$ cat config.mk
export PLATFORM = sky130hd
export DESIGN_NAME = psel_top
export DESIGN_NICKNAME = d
export VERILOG_FILES = /design/src/hdl/psel_pkg.sv /design/src/hdl/psel_sync.sv /design/src/hdl/psel_top.sv
export SDC_FILE = /design/constraint.sdc
export NUM_CORES = 1
export LEC_CHECK = 0
export BUFFER_PORTS_ARGS = -buffer_cell sky130_fd_sc_hd__clkbuf_2
export CAP_MARGIN = 20
export CORE_MARGIN = 8
export CORE_UTILIZATION = 29
export DETAILED_ROUTE_END_ITERATION = 12
export PLACE_DENSITY = 0.5
export SETUP_SLACK_MARGIN = 0.05
export SLEW_MARGIN = 20
export SYNTH_ARGS = -nofsm -noshare
export SYNTH_HDL_FRONTEND = slang
export SYNTH_SLANG_ARGS = --single-unit
$ cat constraint.sdc
create_clock -name CLK_I -period 8.5 [get_ports CLK_I]
set_clock_uncertainty 0.2 [all_clocks]
set_input_delay 2.55 -clock CLK_I [delete_from_list [all_inputs] [get_ports CLK_I]]
set_output_delay 2.55 -clock CLK_I [all_outputs]
set_load 0.01 [all_outputs]
$ cat src/hdl/psel_pkg.sv
// Purpose: constants for the power-state event source logger
// Assumes: 125 MHz clock, Avalon-MM byte addresses, register at byte address 4 x index
// Notes on behaviour
// - off-cause bit 13: latest OFF came from the always-on regulator error
// - off-cause bit 12: latest OFF came from a power sequence failure
// - off-cause bit 11: latest OFF requested by a general-purpose pin
// - off-cause bit 10: latest OFF came from supply low or shutdown threshold
// - off-cause bit 9: latest OFF forced by over-temperature
// - off-cause bit 6: latest OFF commanded by software clearing system-on
// - off-cause bit 4: latest OFF requested by the push-button
// - on-cause bit 1: latest ON was the restart after hardware reset
// - on-cause bit 0: latest ON was a watchdog device reset
// - alarm in OFF starts ON, logs ON indicator and alarm cause
// - alarm in SLEEP starts WAKE, logs alarm cause only
// - pin power-on request starts ON; sleep/wake pin starts WAKE
// - button ON or WAKE request starts transition, logs button cause
// - software writing sleep bit 0 wakes and logs software wake
// - watchdog timeout wakes in wake mode, resets in reset mode
// - supply low wakes in wake mode, turns off in off mode
// - resets do OFF then ON, logged as reset event in on-cause; code goes straight to the ON sequence, no OFF
// - software writing system-on 0 turns off, logs software off
// - supply below shutdown threshold always forces OFF, logged as supply
// - startup failure of supplies or clocks forces OFF as sequence failure
// - sleep by software or pin; sleep never logged in off-cause
// - ON sequence refused unless supply is above system-ok threshold
// - on-cause updates only on ON/WAKE, off-cause only on OFF
// - ON sequence unfinished after 2 seconds is a sequence failure
// - system-on reads 1 in ON or SLEEP; writing 1 does nothing
package psel_pkg;
   localparam int CLK_HZ = 125_000_000;
   localparam int ON_SEQ_LIMIT_MS = 2000;
   localparam int ON_SEQ_LIMIT_CYC = (CLK_HZ / 1000) * ON_SEQ_LIMIT_MS;
   // register indices; byte address is four times the index
   localparam logic [14:0] IDX_PWR_STATE = 15'h4003;
   localparam logic [14:0] IDX_ON_CAUSE = 15'h400E;
   localparam logic [14:0] IDX_OFF_CAUSE = 15'h400F;
   localparam logic [14:0] IDX_SRC_CFG = 15'h4020;
   // power state control bits
   localparam int POS_SYSTEM_ON = 15;
   localparam int POS_SLEEP_STATE = 14;
   // source config bits
   localparam int POS_GPIO_MODE = 0;
   localparam int POS_BTN_ACT = 2;
   localparam int POS_WDOG_RESET = 4;
   localparam int POS_SUPPLY_OFF = 5;
   localparam int POS_SW_RESET = 8;
   localparam logic [5:0] SRC_CFG_RST = 6'h00;
   localparam logic [15:0] CAUSE_LOG_RST = 16'h0000;
   // on-cause bits
   localparam int ON_VERSUS_WAKE_INDICATOR = 15;
   localparam int ON_BY_GPIO = 11;
   localparam int WAKE_BY_SUPPLY_LOW = 10;
   localparam int WAKE_BY_WATCHDOG = 7;
   localparam int WAKE_BY_SOFTWARE = 6;
   localparam int START_BY_ALARM = 5;
   localparam int ON_BY_BUTTON = 4;
   localparam int CAUSE_REGULATOR_UNDERVOLT_RESTART = 3;
   localparam int CAUSE_SOFTWARE_RESTART = 2;
   localparam int CAUSE_HARDWARE_RESTART = 1;
   localparam int CAUSE_WATCHDOG_RESTART = 0;
   // off-cause bits
   localparam int OFF_BY_INTERNAL_REGULATOR_ERROR = 13;
   localparam int OFF_BY_SEQUENCE_FAILURE = 12;
   localparam int OFF_BY_GPIO = 11;
   localparam int OFF_BY_SUPPLY_LOW = 10;
   localparam int OFF_BY_OVERTEMPERATURE = 9;
   localparam int OFF_BY_SOFTWARE = 6;
   localparam int OFF_BY_BUTTON = 4;
   // pin request modes
   localparam logic [1:0] GPIO_NONE = 2'h0;
   localparam logic [1:0] GPIO_POWER_ON = 2'h1;
   localparam logic [1:0] GPIO_POWER_ONOFF = 2'h2;
   localparam logic [1:0] GPIO_SLEEP_WAKE = 2'h3;
   localparam logic [1:0] BTN_IGNORE = 2'h0;
   localparam logic [1:0] BTN_ON_REQ = 2'h1;
   localparam logic [1:0] BTN_OFF_REQ = 2'h2;
   // synchronised pin vector positions
   localparam int PIN_ALARM = 0;
   localparam int PIN_GPIO = 1;
   localparam int PIN_BUTTON = 2;
   localparam int PIN_WDOG = 3;
   localparam int PIN_SUPPLY_LOW = 4;
   localparam int PIN_SHUTDOWN = 5;
   localparam int PIN_SYSOK = 6;
   localparam int PIN_OVERTEMP = 7;
   localparam int PIN_REG_ERR = 8;
   localparam int PIN_HW_RESET = 9;
   localparam int PIN_CNV_UV = 10;
   localparam int PIN_COUNT = 11;
   typedef enum {ST_OFF, ST_STARTING, ST_ON, ST_SLEEP} psel_state_t;
endpackage : psel_pkg

$ cat src/hdl/psel_sync.sv
// Purpose: two-flop synchroniser for a vector of pin levels
// Assumes: pins are asynchronous levels
// Notes: first stage feeds only the second stage
`timescale 1ns/100ps
module psel_sync #(
   parameter int W = 1
) (
   input wire logic CLK_I,
   input wire logic SRST_I,
   input wire logic CE_I,
   input wire logic [W-1:0] PINS_I,
   output logic [W-1:0] SYNC_O
);
   typedef struct packed {
      logic [W-1:0] meta;
      logic [W-1:0] sync;
   } psel_sync_t;
   if (W < 1)
   begin : g_width_check
      $error("W must be at least 1");
   end
   psel_sync_t q;
   psel_sync_t d;
   always_comb
   begin
      d.meta = PINS_I;
      d.sync = q.meta;
   end
   always_ff @(posedge CLK_I)
   begin
      if (SRST_I)
      begin
         q <= '0;
      end
      else if (CE_I)
      begin
         q <= d;
      end
   end
   assign SYNC_O = q.sync;
endmodule : psel_sync

$ cat src/hdl/psel_top.sv
// Purpose: power-state transitions from event sources, with on/off cause logs
// Assumes: Avalon-MM slave with waitrequest; sequencer on the same clock
// Notes: wake is immediate; only ON runs the sequencer and its time limit
//
// Implementation choice: the Avalon-MM slave port.
`timescale 1ns/100ps
module psel_top #(
   parameter int ON_SEQ_LIMIT_CYC = psel_pkg::ON_SEQ_LIMIT_CYC
) (
   input wire logic CLK_I,
   input wire logic SRST_I,
   input wire logic CE_I,
   input wire logic [16:0] AV_ADDRESS_I,
   input wire logic AV_READ_I,
   input wire logic AV_WRITE_I,
   input wire logic [3:0] AV_BYTEENABLE_I,
   input wire logic [31:0] AV_WRITEDATA_I,
   output logic [31:0] AV_READDATA_O,
   output logic AV_WAITREQUEST_O,
   input wire logic ALARM_I,
   input wire logic GPIO_REQ_I,
   input wire logic BUTTON_REQ_I,
   input wire logic WDOG_TIMEOUT_I,
   input wire logic SUPPLY_LOW_I,
   input wire logic SUPPLY_SHUTDOWN_I,
   input wire logic SUPPLY_OK_I,
   input wire logic OVERTEMP_I,
   input wire logic REG_ERROR_I,
   input wire logic HW_RESET_I,
   input wire logic CNV_UNDERVOLT_I,
   input wire logic SEQ_DONE_I,
   input wire logic SEQ_FAIL_I,
   output logic SYSTEM_ON_O,
   output logic SLEEP_O,
   output logic SEQ_RUN_O
);
   localparam int PN = psel_pkg::PIN_COUNT;

   // the timer is 28 bits wide, so a larger limit would wrap
   if (ON_SEQ_LIMIT_CYC < 1 || ON_SEQ_LIMIT_CYC > 32'h0FFFFFFF)
   begin : g_limit_check
      $error("ON_SEQ_LIMIT_CYC out of range");
   end

   typedef struct packed {
      psel_pkg::psel_state_t st;
      logic [27:0] timer;
      logic [PN-1:0] prev;
      logic [15:0] on_log;
      logic [15:0] off_log;
      logic [5:0] cfg;
      logic wait_n;
      logic [31:0] rdata;
      logic sys_on;
      logic sleep;
      logic seq_run;
   } psel_regs_t;

   psel_regs_t q;
   psel_regs_t d;
   logic [PN-1:0] pins;
   logic [PN-1:0] sync;

   assign pins = {CNV_UNDERVOLT_I, HW_RESET_I, REG_ERROR_I, OVERTEMP_I, SUPPLY_OK_I,
                  SUPPLY_SHUTDOWN_I, SUPPLY_LOW_I, WDOG_TIMEOUT_I, BUTTON_REQ_I,
                  GPIO_REQ_I, ALARM_I};

   psel_sync #(
      .W(PN)
   ) u_sync (
      .CLK_I(CLK_I),
      .SRST_I(SRST_I),
      .CE_I(CE_I),
      .PINS_I(pins),
      .SYNC_O(sync)
   );

   function automatic logic [15:0] one_bit(input int pos);
      one_bit = 16'h0001 << pos;
   endfunction : one_bit

   function automatic logic is_alive(input psel_pkg::psel_state_t s);
      is_alive = (s != psel_pkg::ST_OFF);
   endfunction : is_alive

   localparam logic [27:0] LIMIT_LOAD = 28'(ON_SEQ_LIMIT_CYC - 1);
   localparam logic [15:0] ON_MASK = 16'h8CFF;
   localparam logic [15:0] OFF_MASK = 16'h3E50;

   psel_regs_t rst_val;
   always_comb
   begin
      rst_val = '0;
      rst_val.st = psel_pkg::ST_OFF;
      rst_val.on_log = psel_pkg::CAUSE_LOG_RST;
      rst_val.off_log = psel_pkg::CAUSE_LOG_RST;
      rst_val.cfg = psel_pkg::SRC_CFG_RST;
      rst_val.wait_n = 1'b1;
   end

   always_comb
   begin
      logic [PN-1:0] rise;
      logic [14:0] idx;
      logic take;
      logic wr_ctrl;
      logic sw_off;
      logic sw_sleep;
      logic sw_wake;
      logic sw_rst;
      logic [1:0] gmode;
      logic [1:0] bact;
      logic alive;
      logic go_off;
      logic [15:0] off_v;
      logic go_on;
      logic [15:0] on_v;
      logic [15:0] wake_v;
      logic [15:0] rst_v;
      logic go_sleep;
      rise = '0;
      idx = '0;
      take = 1'b0;
      wr_ctrl = 1'b0;
      sw_off = 1'b0;
      sw_sleep = 1'b0;
      sw_wake = 1'b0;
      sw_rst = 1'b0;
      gmode = '0;
      bact = '0;
      alive = 1'b0;
      go_off = 1'b0;
      off_v = '0;
      go_on = 1'b0;
      on_v = '0;
      wake_v = '0;
      rst_v = '0;
      go_sleep = 1'b0;
      d = q;
      d.prev = sync;
      d.wait_n = 1'b1;
      rise = sync & ~q.prev;
      gmode = q.cfg[psel_pkg::POS_GPIO_MODE +: 2];
      bact = q.cfg[psel_pkg::POS_BTN_ACT +: 2];
      alive = is_alive(q.st);

      // bus: a request is taken while waitrequest stands high, answered next cycle
      idx = AV_ADDRESS_I[16:2];
      take = (AV_READ_I | AV_WRITE_I) & q.wait_n;
      wr_ctrl = take & AV_WRITE_I & AV_BYTEENABLE_I[1] & (idx == psel_pkg::IDX_PWR_STATE);
      sw_off = wr_ctrl & ~AV_WRITEDATA_I[psel_pkg::POS_SYSTEM_ON];
      // writing system-on as 1 is simply ignored
      sw_sleep = wr_ctrl & AV_WRITEDATA_I[psel_pkg::POS_SLEEP_STATE];
      sw_wake = wr_ctrl & ~AV_WRITEDATA_I[psel_pkg::POS_SLEEP_STATE];
      sw_rst = take & AV_WRITE_I & AV_BYTEENABLE_I[1] & (idx == psel_pkg::IDX_SRC_CFG)
               & AV_WRITEDATA_I[psel_pkg::POS_SW_RESET];
      if (take)
      begin
         d.wait_n = 1'b0;
         d.rdata = '0;
         if (AV_WRITE_I && AV_BYTEENABLE_I[0] && idx == psel_pkg::IDX_SRC_CFG)
         begin
            d.cfg = AV_WRITEDATA_I[5:0];
         end
         if (AV_READ_I)
         begin
            case (idx)
               psel_pkg::IDX_PWR_STATE:
               begin
                  d.rdata[psel_pkg::POS_SYSTEM_ON] = q.sys_on;
                  d.rdata[psel_pkg::POS_SLEEP_STATE] = q.sleep;
               end
               psel_pkg::IDX_ON_CAUSE: d.rdata[15:0] = q.on_log & ON_MASK;
               psel_pkg::IDX_OFF_CAUSE: d.rdata[15:0] = q.off_log & OFF_MASK;
               psel_pkg::IDX_SRC_CFG: d.rdata[5:0] = q.cfg;
               default: d.rdata = '0;
            endcase
         end
      end

      // restart sources, each a direct ON with no OFF first
      rst_v[psel_pkg::CAUSE_HARDWARE_RESTART] = rise[psel_pkg::PIN_HW_RESET];
      rst_v[psel_pkg::CAUSE_WATCHDOG_RESTART] =
         rise[psel_pkg::PIN_WDOG] & q.cfg[psel_pkg::POS_WDOG_RESET];
      rst_v[psel_pkg::CAUSE_SOFTWARE_RESTART] = sw_rst;
      rst_v[psel_pkg::CAUSE_REGULATOR_UNDERVOLT_RESTART] = rise[psel_pkg::PIN_CNV_UV];

      // wake sources, looked at only in SLEEP
      wake_v[psel_pkg::WAKE_BY_SOFTWARE] = sw_wake;
      wake_v[psel_pkg::WAKE_BY_WATCHDOG] =
         rise[psel_pkg::PIN_WDOG] & ~q.cfg[psel_pkg::POS_WDOG_RESET];
      wake_v[psel_pkg::START_BY_ALARM] = rise[psel_pkg::PIN_ALARM];
      wake_v[psel_pkg::ON_BY_GPIO] = rise[psel_pkg::PIN_GPIO] & (gmode == psel_pkg::GPIO_SLEEP_WAKE);
      wake_v[psel_pkg::WAKE_BY_SUPPLY_LOW] =
         rise[psel_pkg::PIN_SUPPLY_LOW] & ~q.cfg[psel_pkg::POS_SUPPLY_OFF];
      wake_v[psel_pkg::ON_BY_BUTTON] =
         rise[psel_pkg::PIN_BUTTON] & (bact == psel_pkg::BTN_ON_REQ);

      // forced offs outrank every request; order settles ties
      if (alive && sync[psel_pkg::PIN_SHUTDOWN])
      begin
         go_off = 1'b1;
         off_v = one_bit(psel_pkg::OFF_BY_SUPPLY_LOW);
      end
      else if (alive && sync[psel_pkg::PIN_OVERTEMP])
      begin
         go_off = 1'b1;
         off_v = one_bit(psel_pkg::OFF_BY_OVERTEMPERATURE);
      end
      else if (alive && sync[psel_pkg::PIN_REG_ERR])
      begin
         go_off = 1'b1;
         off_v = one_bit(psel_pkg::OFF_BY_INTERNAL_REGULATOR_ERROR);
      end
      else if (q.st == psel_pkg::ST_STARTING && (SEQ_FAIL_I || q.timer == '0))
      begin
         go_off = 1'b1;
         off_v = one_bit(psel_pkg::OFF_BY_SEQUENCE_FAILURE);
      end
      else if (rst_v != '0)
      begin
         go_on = 1'b1;
         on_v = rst_v;
      end
      else if (alive && sw_off)
      begin
         go_off = 1'b1;
         off_v = one_bit(psel_pkg::OFF_BY_SOFTWARE);
      end
      else if (alive && rise[psel_pkg::PIN_BUTTON] && bact == psel_pkg::BTN_OFF_REQ)
      begin
         go_off = 1'b1;
         off_v = one_bit(psel_pkg::OFF_BY_BUTTON);
      end
      else if (q.st == psel_pkg::ST_ON && rise[psel_pkg::PIN_GPIO]
               && gmode == psel_pkg::GPIO_POWER_ONOFF)
      begin
         go_off = 1'b1;
         off_v = one_bit(psel_pkg::OFF_BY_GPIO);
      end
      else if (alive && rise[psel_pkg::PIN_SUPPLY_LOW] && q.cfg[psel_pkg::POS_SUPPLY_OFF])
      begin
         go_off = 1'b1;
         off_v = one_bit(psel_pkg::OFF_BY_SUPPLY_LOW);
      end
      else if (q.st == psel_pkg::ST_OFF)
      begin
         on_v[psel_pkg::START_BY_ALARM] = rise[psel_pkg::PIN_ALARM];
         on_v[psel_pkg::ON_BY_GPIO] = rise[psel_pkg::PIN_GPIO]
            & (gmode == psel_pkg::GPIO_POWER_ON || gmode == psel_pkg::GPIO_POWER_ONOFF);
         on_v[psel_pkg::ON_BY_BUTTON] =
            rise[psel_pkg::PIN_BUTTON] & (bact == psel_pkg::BTN_ON_REQ);
         if (on_v != '0)
         begin
            go_on = 1'b1;
            on_v[psel_pkg::ON_VERSUS_WAKE_INDICATOR] = 1'b1;
         end
      end
      else if (q.st == psel_pkg::ST_SLEEP)
      begin
         if (wake_v != '0)
         begin
            // wake: indicator stays 0, whole log replaced
            d.on_log = wake_v;
            d.st = psel_pkg::ST_ON;
         end
      end
      else if (q.st == psel_pkg::ST_ON)
      begin
         go_sleep = sw_sleep | (rise[psel_pkg::PIN_GPIO] & (gmode == psel_pkg::GPIO_SLEEP_WAKE));
         if (go_sleep)
         begin
            d.st = psel_pkg::ST_SLEEP;
         end
      end
      else if (q.st == psel_pkg::ST_STARTING && SEQ_DONE_I)
      begin
         d.st = psel_pkg::ST_ON;
      end

      if (q.st == psel_pkg::ST_STARTING)
      begin
         d.timer = q.timer - 28'h0000001;
      end
      if (go_off)
      begin
         d.st = psel_pkg::ST_OFF;
         d.off_log = off_v;
      end
      else if (go_on)
      begin
         // an ON is refused, and nothing logged, while the supply is not ok
         if (sync[psel_pkg::PIN_SYSOK])
         begin
            d.st = psel_pkg::ST_STARTING;
            d.timer = LIMIT_LOAD;
            d.on_log = on_v;
         end
         else
         begin
            d.st = psel_pkg::ST_OFF;
         end
      end

      d.sys_on = is_alive(d.st);
      d.sleep = (d.st == psel_pkg::ST_SLEEP);
      d.seq_run = (d.st == psel_pkg::ST_STARTING);
   end

   always_ff @(posedge CLK_I)
   begin
      if (SRST_I)
      begin
         q <= rst_val;
      end
      else if (CE_I)
      begin
         q <= d;
      end
   end

   assign AV_READDATA_O = q.rdata;
   assign AV_WAITREQUEST_O = q.wait_n;
   assign SYSTEM_ON_O = q.sys_on;
   assign SLEEP_O = q.sleep;
   assign SEQ_RUN_O = q.seq_run;
endmodule : psel_top
==> metrics.yaml <==
status: "finished clean"
remaining_drc_errors: 0
crit_type: "input pin to flop"
grt_antenna_before_repair: 0
yosysUniqueCellTypes: 75
cts-htree-levels: 4
core_um2: 20820
grt_pass1_wl_um: 25120
synth_area_per_inst_um2: 9.240
design.final.nets: 778
filler_cell_count: 2202
grt_usage: 0.1193
io_pins: 107
die-area_um2: 25930
grt_pass1_vias: 4678
netlist_top_cells_area: "sky130_fd_sc_hd__dfxtp_1 43%, sky130_fd_sc_hd__mux2i_1 6.7%, sky130_fd_sc_hd__nor2_1 5.1%"
seq_power_share: 0.425
ctsHoldBuffers: 0
wl_per_cell_um: 15.44
pwr-share-comb: 0.094
detail_route.first_pass.iterations: 5
crit_required_ps: 8560
root_buffer: "sky130_fd_sc_hd__clkbuf_16"
netlist.area_leader.share: 0.4333
critical_path.endpoint_type: "flop"
timing_worst_slew_pin_value_ps: 908.5
crit_fanout: 11
period_needed_ps: 5368
number_of_setup_buffers_added_after_cts: 0
yosys.cell_count.top_type: "sky130_fd_sc_hd__dfxtp_1"
timing_max_transition_violations_final: 0
period_utilization: 0.6316
drtAntennaViolNets: 0
worst_slew_margin_rel: 0.3893
number_of_sinks_driven_by_the_clock_tree: 132
vdd_ir_drop_max_mv: 0.1233
chipHeight_um: 161.0
synth-async-reset-ratio: 0
die_width_um: 161.0
setup_viol: 0
yosysTopAreaCell: "sky130_fd_sc_hd__dfxtp_1"
num_rows: 53
power_per_cell_area_nw_per_um2: 216.0
grt_max_degree: 54
switchingPower_uw: 363.4
max_cap_violations: 0
worst_ep_arrival_time_ps: 5430
total_leakage_power_uw: 0.002751
clkLatencyLatePin_ps: 410
dp_hpwl_um: 11090
syn_to_final_growth_pct: 15.88
number_of_buffers_inserted_by_port_buffering: 62
cts.path.max_buffers: 2
synth_seq_area_share: 0.4333
hold_path.class: "flop to flop"
routed-via-count: 4676
drt_iter0_markers: 286
cts_tree: "built"
number_of_synthesized_flops_with_an_enable_pin: 0
hold_viol: 0
numCtsBuffers: 17
ctsResizeCount: 0
total_grt_overflow: 0
clk_pin_slew_worst_paths_ps: 50
grt_setup_unrepaired: "false"
fin_setup_tns_ps: 0
start_kind: "input pin"
finalWirelength_um: 15290
warnings_synthesis: 0
final_estimated_routing_congestion_in_global_placement: 0.8384
synth_top_cells_by_count: "132 x sky130_fd_sc_hd__dfxtp_1, 83 x sky130_fd_sc_hd__nor2_1, 41 x sky130_fd_sc_hd__mux2i_1"
n_antenna_cell: 0
max_clock_freq_mhz: 186.3
postSynth.topFlopCell: "sky130_fd_sc_hd__dfxtp_1"
drt-vias-per-instance: 4.723
ys_seq_elements: 132
internal_power_uw: 1163
initial_core_util: 0.2929
switching_share: 0.2381
final_core_utilization: 0.3394
synthesis.area_um2: 6098
clock_power_share: 0.480
synth_cells: 660
ratio_of_cells_with_drive_above_1_in_the_final_layout: 0.2028
-- layout by cell type, fill, tap and decap left out, types with 9 or more instances in the layout --
master / count
sky130_fd_sc_hd__nor3_1: 19
sky130_fd_sc_hd__conb_1: 17
sky130_fd_sc_hd__clkbuf_16: 17
sky130_fd_sc_hd__nand2_1: 38
sky130_fd_sc_hd__nor4_1: 23
sky130_fd_sc_hd__a21oi_1: 24
sky130_fd_sc_hd__nand3_1: 11
sky130_fd_sc_hd__o21ai_0: 16
sky130_fd_sc_hd__xor2_1: 12
sky130_fd_sc_hd__inv_1: 10
sky130_fd_sc_hd__a22oi_1: 12
sky130_fd_sc_hd__clkbuf_2: 62
sky130_fd_sc_hd__nand4_1: 16
sky130_fd_sc_hd__o21ai_1: 9
sky130_fd_sc_hd__nor2_1: 83
sky130_fd_sc_hd__and2_4: 30
sky130_fd_sc_hd__mux2i_1: 41
sky130_fd_sc_hd__dfxtp_1: 132
-- cell type report --
type	count	area (um2)	share of cell area
clock buffers	21	460.4	0.06516
clock inverters	10	131.4	0.01859
inverters	11	41.29	0.005843
multi-input cells	473	3094	0.4379
flip-flops and latches	132	2643	0.3739
well taps	275	344.1	0.04869
repair buffers	68	352.8	0.04993
-- sequential cells by signal (all words and copies together), names as in the netlist --
signal            cells
u_sync.d             11
SEQ_RUN_O             1
q                    91
AV_WAITREQUEST_O      1
u_sync.SYNC_O        11
SYSTEM_ON_O           1
SLEEP_O               1
AV_READDATA_O        15
-- layer usage --
metal	global-route usage	part of all wire	wire, um
met4	0.04966	0.015	229
met1	0.1609	0.49	7494
met2	0.1822	0.45	6839
met5	0	0	0
met3	0.02443	0.048	727
-- per-stage QoR --
step | setup WS [ps] | area, um2 | power, uW | hold WS (ps) | std cells
after floorplan | 3632 | 6158 | 772.9 | 227.7 | 676
after global placement | 2633 | 6470 | 806.8 | 237.2 | 958
after detailed placement | 2667 | 6470 | 806.3 | 243.9 | 958
after CTS | 3106 | 7062 | 1546 | 251.4 | 989
after global routing | 2737 | 7067 | 1591 | 271.9 | 990
final | 3132 | 7067 | 1526 | 250.9 | 990
-- logic make-up after synthesis --
logic type / count (synthesis) / synth area share
muxes: 41 / 0.06730
other: 1 / 0.0006149
buffers and inverters: 71 / 0.06914
DFF: 132 / 0.4333
adders and majority gates: 4 / 0.008207
and+or+nand+nor: 279 / 0.2575
AOI/OAI and AO/OA: 112 / 0.1352
xor gates and xnor gates: 20 / 0.02872
-- power by group through the flow --
stage	logic (uW)	clock network (uW)	registers (uW)
6_report	144	733	649
5_1_grt	160	780	651
4_1_cts	145	752	649
3_5_place_dp	144	0	662
3_3_place_gp	145	0	662
2_1_floorplan	115	0	658
-- critical path: stages --
cell                       delay, ps
sky130_fd_sc_hd__clkbuf_2         80
sky130_fd_sc_hd__nor4_1          370
sky130_fd_sc_hd__nand4b_1        300
sky130_fd_sc_hd__nor4_1          630
sky130_fd_sc_hd__nor2_1           80
sky130_fd_sc_hd__or4b_1          520
sky130_fd_sc_hd__a21oi_1         720
sky130_fd_sc_hd__o211ai_1        180
-- final timing paths --
path              depth (start not counted)  slack [ps]                 end                from
setup / recovery                          8        3130  q[69]$_SDFFE_PP0P_    AV_ADDRESS_I[10]
hold / removal                            2         250  q[58]$_SDFFE_PP0P_  q[58]$_SDFFE_PP0P_
setup reg to reg                          9        4940  q[58]$_SDFFE_PP0P_  q[36]$_SDFFE_PP0P_
hold reg to reg                           2         250  q[58]$_SDFFE_PP0P_  q[58]$_SDFFE_PP0P_
(Power assumes the default switching activity.)
